[src/hdl/ahp_pkg.sv]
// Package with constants and types for the converter host port control.
package ahp_pkg;
  localparam int DATA_W = 10;
  localparam int CTRL_W = 10;
  localparam int CHAN_LO_POS = 0;
  localparam int DUAL_SAMPLE_POS = 6;
  localparam int HALF_SCALE_POS = 7;
  localparam int POWER_DOWN_POS = 8;
  localparam int STATUS_POL_POS = 9;
  localparam logic [CTRL_W-1:0] CTRL_RESET = 10'h000;
  localparam logic [DATA_W-1:0] RESULT_RESET = 10'h000;
  localparam int CONV_CYCLES = 14;
  localparam int ACQ_CYCLES = 5;
  localparam logic [4:0] CONV_LAST = 5'(CONV_CYCLES - 1);
  localparam logic [4:0] ACQ_LAST = 5'(ACQ_CYCLES - 1);
  localparam logic [4:0] CNT_ZERO = 5'h00;

  typedef enum logic [2:0] {
    AHP_IDLE = 3'b000,
    AHP_ACQ = 3'b001,
    AHP_CONV1 = 3'b010,
    AHP_CONV2 = 3'b011,
    AHP_PDOWN = 3'b100
  } ahp_state_t;

  typedef struct packed {
    logic cs_n;
    logic rd_n;
    logic wr_n;
  } ahp_strobe_t;

  typedef struct packed {
    logic [DATA_W-1:0] dout;
    logic oe;
  } ahp_dport_t;
endpackage

[src/hdl/ahp_sync.sv]
// Two-stage synchroniser with falling and rising edge pulses.
`timescale 1ns/1ns
module ahp_sync
  import ahp_pkg::*;
(
  // Clock and reset
  input wire logic ref_clk,
  input wire logic sys_rst,
  // Asynchronous level
  input wire logic din,
  // Synchronised level and edges
  output logic level,
  output logic fall,
  output logic rise
);
  logic meta_ff;
  logic sync_ff;
  logic prev_ff;

  always_ff @(posedge ref_clk) begin
    if (sys_rst) begin
      meta_ff <= 1'b1;
      sync_ff <= 1'b1;
      prev_ff <= 1'b1;
    end else begin
      meta_ff <= din;
      sync_ff <= meta_ff;
      prev_ff <= sync_ff;
    end
  end

  assign level = sync_ff;
  assign fall = prev_ff & ~sync_ff;
  assign rise = ~prev_ff & sync_ff;
endmodule // ahp_sync

[src/hdl/ahp_ctrl.sv]
// Converter host port control: strobes, control word, sequencing and power-down.
`timescale 1ns/1ns
// How it works
// - Strobes keep being decoded while powered down.
// - Results stay held through power-down when no conversion ran.
// - Leaving power-down starts a single or dual sequence automatically.
// - That automatic sequence overwrites results with its invalid data.
// - Writing power-down bit zero leaves power-down.
// - Other control bits survive power-down; exit write reloads them all.
// - Status output is high during power-down.
// - Chip select high keeps the data port released.
// - Write strobe with chip select loads control word and starts sequence.
// - Read strobe with chip select drives selected result onto data port.
// - Single mode reads always return the first result.
// - Dual mode reads alternate first, second, first, second.
// - Read during conversion aborts it and returns invalid data.
// - Write during conversion aborts, forces status high, restarts sequence.
// - Each conversion takes fourteen conversion clock cycles.
// - Acquisition lasts about five conversion clock cycles after write.
// - Last conversion updates status; results go to first or second register.
// - Polarity zero: low while converting; one: low after completion.
// - Writing power-down bit one aborts conversion, status high.
module ahp_ctrl
  import ahp_pkg::*;
(
  // Clock and reset
  input wire logic ref_clk,
  input wire logic sys_rst,
  // Host strobes, active low
  input wire logic cs_n,
  input wire logic rd_n,
  input wire logic wr_n,
  // Parallel data port
  input wire logic [DATA_W-1:0] data_in,
  output logic [DATA_W-1:0] data_out,
  output logic data_oe,
  // Conversion clock in, sampled
  input wire logic conversion_clock_in,
  // Analog front end result
  input wire logic [DATA_W-1:0] sample_value,
  // Status output, active low busy or done
  output logic busy_int_n,
  // Loose status
  output logic [CTRL_W-1:0] ctrl_word,
  output logic powered_down
);
  ahp_strobe_t strb;
  logic cs_fall_unused;
  logic cs_rise_unused;
  logic rd_fall;
  logic rd_rise_unused;
  logic wr_fall;
  logic wr_rise;
  logic clk_level_unused;
  logic clk_rise;
  logic clk_fall_unused;

  ahp_sync u_cs (.ref_clk(ref_clk), .sys_rst(sys_rst), .din(cs_n), .level(strb.cs_n),
    .fall(cs_fall_unused), .rise(cs_rise_unused));
  ahp_sync u_rd (.ref_clk(ref_clk), .sys_rst(sys_rst), .din(rd_n), .level(strb.rd_n),
    .fall(rd_fall), .rise(rd_rise_unused));
  ahp_sync u_wr (.ref_clk(ref_clk), .sys_rst(sys_rst), .din(wr_n), .level(strb.wr_n),
    .fall(wr_fall), .rise(wr_rise));
  ahp_sync u_ck (.ref_clk(ref_clk), .sys_rst(sys_rst), .din(conversion_clock_in),
    .level(clk_level_unused), .fall(clk_fall_unused), .rise(clk_rise));

  // Data lines pass two flops too, so they align with the write strobe edge.
  logic [DATA_W-1:0] din_meta_ff;
  logic [DATA_W-1:0] din_sync_ff;
  always_ff @(posedge ref_clk) begin
    if (sys_rst) begin
      din_meta_ff <= RESULT_RESET;
      din_sync_ff <= RESULT_RESET;
    end else begin
      din_meta_ff <= data_in;
      din_sync_ff <= din_meta_ff;
    end
  end

  // Decoded host cycles, strobes stay live in every state.
  logic wr_start;
  logic wr_load;
  logic rd_start;
  assign wr_start = wr_fall & ~strb.cs_n & strb.rd_n;
  assign wr_load = wr_rise & ~strb.cs_n & strb.rd_n;
  assign rd_start = rd_fall & ~strb.cs_n & strb.wr_n;

  ahp_state_t state_ff, nxt_state;
  logic [CTRL_W-1:0] ctrl_ff, nxt_ctrl;
  logic [DATA_W-1:0] res1_ff, nxt_res1;
  logic [DATA_W-1:0] res2_ff, nxt_res2;
  logic [DATA_W-1:0] sar_ff, nxt_sar;
  logic [4:0] cnt_ff, nxt_cnt;
  logic rdptr_ff, nxt_rdptr;
  logic done_ff, nxt_done;
  logic wr_pend_ff, nxt_wr_pend;
  logic corrupt_ff, nxt_corrupt;
  logic [DATA_W-1:0] data_out_ff, nxt_data_out;
  logic data_oe_ff, nxt_data_oe;
  logic busy_ff, nxt_busy;

  logic converting;
  assign converting = (state_ff == AHP_ACQ) || (state_ff == AHP_CONV1) ||
    (state_ff == AHP_CONV2);

  always_comb begin
    nxt_state = state_ff;
    nxt_ctrl = ctrl_ff;
    nxt_res1 = res1_ff;
    nxt_res2 = res2_ff;
    nxt_sar = sar_ff;
    nxt_cnt = cnt_ff;
    nxt_rdptr = rdptr_ff;
    nxt_done = done_ff;
    nxt_wr_pend = wr_pend_ff;
    nxt_corrupt = corrupt_ff;
    if (wr_start) begin
      nxt_wr_pend = 1'b1;
      nxt_done = 1'b0;
      if (state_ff != AHP_PDOWN) begin
        nxt_state = AHP_IDLE;
      end
    end
    if (wr_load && wr_pend_ff) begin
      nxt_wr_pend = 1'b0;
      nxt_ctrl = din_sync_ff;
      nxt_rdptr = 1'b0;
      nxt_cnt = CNT_ZERO;
      nxt_done = 1'b0;
      if (din_sync_ff[POWER_DOWN_POS]) begin
        nxt_state = AHP_PDOWN;
      end else begin
        nxt_corrupt = (state_ff == AHP_PDOWN);
        nxt_state = AHP_ACQ;
      end
    end else if (rd_start) begin
      if (converting) begin
        nxt_state = AHP_IDLE;
        nxt_done = 1'b0;
      end else begin
        nxt_rdptr = ctrl_ff[DUAL_SAMPLE_POS] ? ~rdptr_ff : 1'b0;
      end
    end else if (clk_rise && !wr_pend_ff && !wr_start) begin
      unique case (state_ff)
        AHP_IDLE: begin
        end
        AHP_PDOWN: begin
        end
        AHP_ACQ: begin
          nxt_cnt = cnt_ff + 5'h01;
          if (cnt_ff == ACQ_LAST) begin
            nxt_cnt = CNT_ZERO;
            nxt_state = AHP_CONV1;
          end
        end
        AHP_CONV1, AHP_CONV2: begin
          nxt_cnt = cnt_ff + 5'h01;
          nxt_sar = corrupt_ff ? ~sample_value : sample_value;
          if (cnt_ff == CONV_LAST) begin
            nxt_cnt = CNT_ZERO;
            if (state_ff == AHP_CONV1) begin
              nxt_res1 = nxt_sar;
              if (ctrl_ff[DUAL_SAMPLE_POS]) begin
                nxt_state = AHP_CONV2;
              end else begin
                nxt_state = AHP_IDLE;
                nxt_done = 1'b1;
                nxt_corrupt = 1'b0;
              end
            end else begin
              nxt_res2 = nxt_sar;
              nxt_state = AHP_IDLE;
              nxt_done = 1'b1;
              nxt_corrupt = 1'b0;
            end
          end
        end
        default: nxt_state = AHP_IDLE;
      endcase
    end
  end

  // Data port and status output.
  always_comb begin
    nxt_data_oe = ~strb.cs_n & ~strb.rd_n;
    nxt_data_out = data_out_ff;
    if (rd_start) begin
      if (converting) begin
        nxt_data_out = sar_ff;
      end else begin
        nxt_data_out = rdptr_ff ? res2_ff : res1_ff;
      end
    end
    if (nxt_state == AHP_PDOWN || wr_pend_ff || wr_start) begin
      nxt_busy = 1'b1;
    end else if (ctrl_ff[STATUS_POL_POS]) begin
      nxt_busy = ~nxt_done;
    end else begin
      nxt_busy = ~(nxt_state == AHP_ACQ || nxt_state == AHP_CONV1 ||
        nxt_state == AHP_CONV2);
    end
  end

  always_ff @(posedge ref_clk) begin
    if (sys_rst) begin
      state_ff <= AHP_IDLE;
      ctrl_ff <= CTRL_RESET;
      res1_ff <= RESULT_RESET;
      res2_ff <= RESULT_RESET;
      sar_ff <= RESULT_RESET;
      cnt_ff <= CNT_ZERO;
      rdptr_ff <= 1'b0;
      done_ff <= 1'b0;
      wr_pend_ff <= 1'b0;
      corrupt_ff <= 1'b0;
      data_out_ff <= RESULT_RESET;
      data_oe_ff <= 1'b0;
      busy_ff <= 1'b1;
    end else begin
      state_ff <= nxt_state;
      ctrl_ff <= nxt_ctrl;
      res1_ff <= nxt_res1;
      res2_ff <= nxt_res2;
      sar_ff <= nxt_sar;
      cnt_ff <= nxt_cnt;
      rdptr_ff <= nxt_rdptr;
      done_ff <= nxt_done;
      wr_pend_ff <= nxt_wr_pend;
      corrupt_ff <= nxt_corrupt;
      data_out_ff <= nxt_data_out;
      data_oe_ff <= nxt_data_oe;
      busy_ff <= nxt_busy;
    end
  end

  // Loose status registers.
  logic [CTRL_W-1:0] ctrl_word_ff;
  logic pd_ff;
  always_ff @(posedge ref_clk) begin
    if (sys_rst) begin
      ctrl_word_ff <= CTRL_RESET;
      pd_ff <= 1'b0;
    end else begin
      ctrl_word_ff <= nxt_ctrl;
      pd_ff <= (nxt_state == AHP_PDOWN);
    end
  end

  assign data_out = data_out_ff;
  assign data_oe = data_oe_ff;
  assign busy_int_n = busy_ff;
  assign ctrl_word = ctrl_word_ff;
  assign powered_down = pd_ff;

  // Checks.
  chk_pdown_status: assert property (@(posedge ref_clk) disable iff (sys_rst)
    (state_ff == AHP_PDOWN) |=> busy_int_n)
    else $error("status not high in power-down");
  chk_port_release: assert property (@(posedge ref_clk) disable iff (sys_rst)
    strb.cs_n |=> !data_oe)
    else $error("data port driven with chip select high");
  chk_port_drive: assert property (@(posedge ref_clk) disable iff (sys_rst)
    (!strb.cs_n && !strb.rd_n) |=> data_oe)
    else $error("data port not driven during read");
  chk_single_read: assert property (@(posedge ref_clk) disable iff (sys_rst)
    (rd_start && !converting && !ctrl_ff[DUAL_SAMPLE_POS]) |=> data_out == $past(res1_ff))
    else $error("single mode read not first result");
  chk_dual_toggle: assert property (@(posedge ref_clk) disable iff (sys_rst)
    (rd_start && !converting && ctrl_ff[DUAL_SAMPLE_POS] && !wr_load)
    |=> rdptr_ff != $past(rdptr_ff))
    else $error("dual mode pointer did not alternate");
  chk_read_abort: assert property (@(posedge ref_clk) disable iff (sys_rst)
    (rd_start && converting && !wr_load) |=> state_ff == AHP_IDLE)
    else $error("read did not abort conversion");
  chk_write_ptr: assert property (@(posedge ref_clk) disable iff (sys_rst)
    (wr_load && wr_pend_ff) |=> !rdptr_ff)
    else $error("pointer not reset on write");
  chk_pd_entry: assert property (@(posedge ref_clk) disable iff (sys_rst)
    (wr_load && wr_pend_ff && din_sync_ff[POWER_DOWN_POS]) |=> ##1 powered_down && busy_int_n)
    else $error("power-down entry failed");
  chk_wr_busy: assert property (@(posedge ref_clk) disable iff (sys_rst)
    wr_start |=> busy_int_n)
    else $error("write fall did not force status high");
  chk_res_hold: assert property (@(posedge ref_clk) disable iff (sys_rst)
    (state_ff == AHP_PDOWN && $past(state_ff == AHP_PDOWN)) |-> $stable(res1_ff))
    else $error("result changed during power-down");
  cov_dual_done: cover property (@(posedge ref_clk) disable iff (sys_rst)
    state_ff == AHP_CONV2 ##1 state_ff == AHP_IDLE);
  cov_pd_exit: cover property (@(posedge ref_clk) disable iff (sys_rst)
    state_ff == AHP_PDOWN ##1 state_ff == AHP_ACQ);
  cov_read_abort: cover property (@(posedge ref_clk) disable iff (sys_rst)
    rd_start && converting);
endmodule // ahp_ctrl

[config.mk]
export PLATFORM = sky130hd
export DESIGN_NAME = ahp_ctrl
export DESIGN_NICKNAME = d
export VERILOG_FILES = /design/src/hdl/ahp_pkg.sv /design/src/hdl/ahp_sync.sv /design/src/hdl/ahp_ctrl.sv
export SDC_FILE = /design/constraint.sdc
export NUM_CORES = 1
export LEC_CHECK = 0
export BUFFER_PORTS_ARGS = -buffer_cell sky130_fd_sc_hd__buf_4
export CAP_MARGIN = 20
export CORE_MARGIN = 2
export CORE_UTILIZATION = 45
export DETAILED_ROUTE_END_ITERATION = 6
export GPL_ROUTABILITY_DRIVEN = 0
export PLACE_DENSITY = 0.74
export SYNTH_ARGS = -nofsm -noshare
export SYNTH_HDL_FRONTEND = slang
export SYNTH_SLANG_ARGS = --single-unit
[constraint.sdc]
create_clock -name ref_clk -period 2.9 [get_ports ref_clk]
set_input_delay 0.29 -clock ref_clk [delete_from_list [all_inputs] [get_ports ref_clk]]
set_output_delay 0.29 -clock ref_clk [all_outputs]
set_load 0.01 [all_outputs]
==> impl_table.tex <==
\begin{tabular}{lr}
\hline
Metric & Value \\
\hline
\multicolumn{2}{l}{\textbf{Status}} \\
Outcome & finished clean \\
\multicolumn{2}{l}{\textbf{Placement}} \\
Post-detailed-placement half-perimeter wirelength & 4990 microns \\
Total placed instance area & 4210 sq um \\
Count of input and output buffers & 48 \\
\multicolumn{2}{l}{\textbf{Route}} \\
Initial detailed-routing violation count & 182 \\
Vias per cell & 5.20 \\
Routed via count & 2877 \\
Detail-routed net length per standard cell & 13.3 microns \\
DRT Wirelength & 7360 microns \\
Number of routed nets with antenna violations & 0 \\
Post-route DRC & 0 \\
Number of detailed-route iterations in the first pass & 4 \\
\multicolumn{2}{l}{\textbf{Flow run}} \\
Reported max-cap violation count & 0 \\
\multicolumn{2}{l}{\textbf{Worst setup path}} \\
Length in cells of the worst reg-to-reg path & 8 \\
Critical R2R Launch & wr\_pend\_ff \\
Crit path largest cell delay & 0.44 ns \\
Worst setup path class & flop to flop \\
Crit path max fanout & 21 \\
Slowest cell on the critical path & or3b\_1 \\
Endpoint required time on the critical path & 3.17 ns \\
Buffer and inverter count on the worst path & 2 \\
Kind of start point of the critical path & flop \\
Reg2reg setup slack & 0.59 ns \\
Top delay family on crit path & simple AND/OR/NAND/NOR gates \\
Worst Path Arrival & 2.58 ns \\
Terminus of the critical flop-to-flop path & res1\_ff[8] \\
Series of cell instances along the critical path & or3b\_1 > nor4\_4 > buf\_4 > nand2\_1 > nor3\_2 > buf\_4 > nor2\_1 > a211oi\_2 \\
Element type at the critical path end & flop \\
Worst path most repeated cell & buf\_4 \\
Worst setup path start & wr\_pend\_ff \\
\multicolumn{2}{l}{\textbf{Timing}} \\
Unrepaired setup endpoints after global routing & no \\
Number of pins exceeding their max-slew limit in the final report & 0 \\
Fin. Hold Viols & 0 \\
Maximum frequency from static timing analysis & 0.434 GHz \\
Post-layout minimum cycle time & 2.31 ns \\
Tcrit/Tclk final & 79.5\% \\
Final setup violating endpoints & 0 \\
Transition time at the pin with the least slew margin & 0.673 ns \\
Worst Skew & 0.00973 ns \\
Worst-case headroom to the max-slew limit & 55.1\% \\
Summed negative setup slack over all endpoints & 0 ns \\
\multicolumn{2}{l}{\textbf{Layout}} \\
Final Instance Area & 4410 sq um \\
Signed area change from the synthesized netlist to the final layout & 17.1\% \\
Reg area & 1920 sq um \\
Net count reported at finish & 473 \\
Fraction of final layout cells sized beyond drive strength 1 & 22.1\% \\
Number of antenna repair diodes & 0 \\
Share of the core filled with cells in the final layout & 54.0\% \\
Area occupied by multi-input gates & 1720 sq um \\
Fill count & 730 \\
\multicolumn{2}{l}{\textbf{Clock tree}} \\
Post-CTS repair timing setup buffer count & 0 \\
Number of sinks driven by the clock tree & 96 \\
Number of gates given a new drive strength after cts & 0 \\
Clock insertion delay at the later pin of the skew report & 0.35 ns \\
Clock tree from TritonCTS & yes \\
Root buffer cell & clkbuf\_8 \\
Clock input transition at the sequential cells of the worst setup and hold paths & 0.09 ns \\
H-tree lvl count & 3 \\
Maximum clock insertion buffer count & 2 \\
Number of hold-repair buffers added at the cts stage & 0 \\
Cts bufs inserted & 9 \\
\multicolumn{2}{l}{\textbf{Global routing}} \\
Antenna violations before repair & 0 \\
Pin count of the biggest net entering global routing & 47 \\
Number of global-route vias before repair & 2586 \\
Global Route met1 Usage & 23.7\% \\
All-layer global routing usage & 17.1\% \\
Global-route layer with the greatest usage & met2 \\
First-pass GRT wire length & 12200 microns \\
Total congestion overflow & 0 \\
Met2 Track Usage GR & 25.8\% \\
Global routing met3 resource utilization & 3.95\% \\
\multicolumn{2}{l}{\textbf{Floorplan}} \\
Core Region & 8180 sq um \\
Die area & 9120 sq um \\
Starting density of the core & 46.1\% \\
Die Wd & 95.5 microns \\
Std-Cell Rows & 33 \\
Ports placed on the boundary & 49 \\
Die boundary height & 95.5 microns \\
\multicolumn{2}{l}{\textbf{Power and ir drop}} \\
Internal power & 1.81 mW \\
Net switching power figure & 0.528 mW \\
Part of the total power dissipated in the clock network & 38.3\% \\
PnR Total Power & 2.34 mW \\
Worst VDD drop & 0.286 mV \\
Portion of total power attributed to sequential cells & 57.5\% \\
Combinational fraction of design power & 4.2\% \\
Switching fraction of total power & 22.5\% \\
Standby leakage power & 1.61 nW \\
Power per cell area & 530 nW/um\^{}2 \\
\multicolumn{2}{l}{\textbf{Synth}} \\
Share of synthesized flip-flops with an asynchronous set or reset & 0\% \\
Mean instance size in the synthesized netlist & 9.28 sq um \\
Most frequently used flop master after synthesis & dfxtp\_1 \\
Register bit count reported by yosys & 96 \\
Sequential cell area fraction in the yosys report & 51.0\% \\
Synth area leader & dfxtp\_1 \\
Most frequent cells after synthesis & dfxtp\_1, nor2\_1, nand2\_1 \\
Fraction of synthesized cell area taken by the top area cell type & 51.0\% \\
Synthesized instance count & 406 \\
Cell area after synthesis & 3770 sq um \\
Number of distinct library cells after synthesis & 46 \\
Top cells by area in the synthesized netlist & dfxtp\_1, nor2\_1, nand2\_1 \\
Syn Nets & 435 \\
Number of enable-type register cells in the synthesized netlist & 0 \\
Number of synthesis warnings & 0 \\
Most common cell in the netlist & dfxtp\_1 \\
\multicolumn{2}{l}{\textbf{Worst hold path}} \\
Type of the most critical hold path & input port to flop \\
Worst hold stages & 2 \\
Worst hold path startpoint & rd\_n \\
Endpoint of the worst hold path & u\_rd.meta\_ff \\
\hline
\end{tabular}
-- power by group through the flow --
stage / registers [mW] / clock network (mW) / logic (mW)
floorplan: 1.37 / 0 / 0.0579
finish: 1.35 / 0.895 / 0.0980
global placement: 1.38 / 0 / 0.0964
detailed placement: 1.38 / 0 / 0.0986
CTS: 1.35 / 0.916 / 0.0988
global route: 1.35 / 0.975 / 0.107
-- cell families after synthesis --
group | after synthesis | share of synthesized area, %
multiplexers | 11 | 2.95
adder cells (fa/ha/maj) | 3 | 0.996
buffers and inverters | 32 | 3.49
XOR/XNOR | 10 | 2.32
flip-flops | 96 | 51.0
AO/OA/AOI/OAI | 89 | 16.9
AND/OR/NAND/NOR | 165 | 22.3
-- metal layers --
layer | routed length (microns) | up-vias
li1 | - | 1477
met1 | 3560 | 1321
met2 | 3350 | 70
met3 | 358 | 9
met4 | 95 | 0
met5 | 0 | -
-- worst reg2reg max path, stage by stage (launching register included) --
cell      delay, ns
dfxtp_1        0.34
or3b_1         0.44
nor4_4         0.35
buf_4          0.30
nand2_1        0.11
nor3_2         0.13
buf_4          0.29
nor2_1         0.09
a211oi_2       0.19
-- layout make-up --
type	count	share of cell area (%)
Sequential cell	96	43.5
Multi-Input combinational cell	278	39.0
Timing Repair Buffer	57	9.70
Clock buffer	10	3.12
Tap cell	105	2.98
Clock inverter	5	1.47
Inverter	2	0.170
-- sequential cells by signal, summed over array words and instances (netlist names), 3 cells and up --
register,count
din_meta_ff,10
cnt_ff,5
data_out,10
ctrl_word,10
din_sync_ff,10
res2_ff,10
state_ff,3
sar_ff,10
res1_ff,10
-- metrics by stage --
step                hold slack, ns  std cells  worst slack, ns
global placement             0.396        538            0.726
floorplan                    0.389        406             1.09
detailed placement           0.392        538            0.625
global route                0.0966        553            0.392
CTS                         0.0977        553            0.596
finish                       0.119        553            0.595
-- cells in the final DEF, fill, tap and decap left out, types with 5 or more instances in the layout --
master / instances
clkbuf_8: 10
xnor2_1: 10
a21oi_1: 26
o21ai_0: 7
dfxtp_1: 96
buf_4: 57
a211oi_2: 9
nor2b_1: 22
o211ai_1: 13
nand3_1: 5
nand2_1: 48
mux2i_1: 10
or2_2: 13
a211oi_1: 21
nor2_1: 51
-- worst max path at each step --
stage / cells past startpoint / end
finish: 8 / res1_ff[8]
global route: 8 / res1_ff[9]
CTS: 8 / res1_ff[8]
detailed placement: 8 / res1_ff[9]
global placement: 8 / res1_ff[4]
floorplan: 6 / res1_ff[9]
No activity file was read; power rests on OpenSTA's default activity.
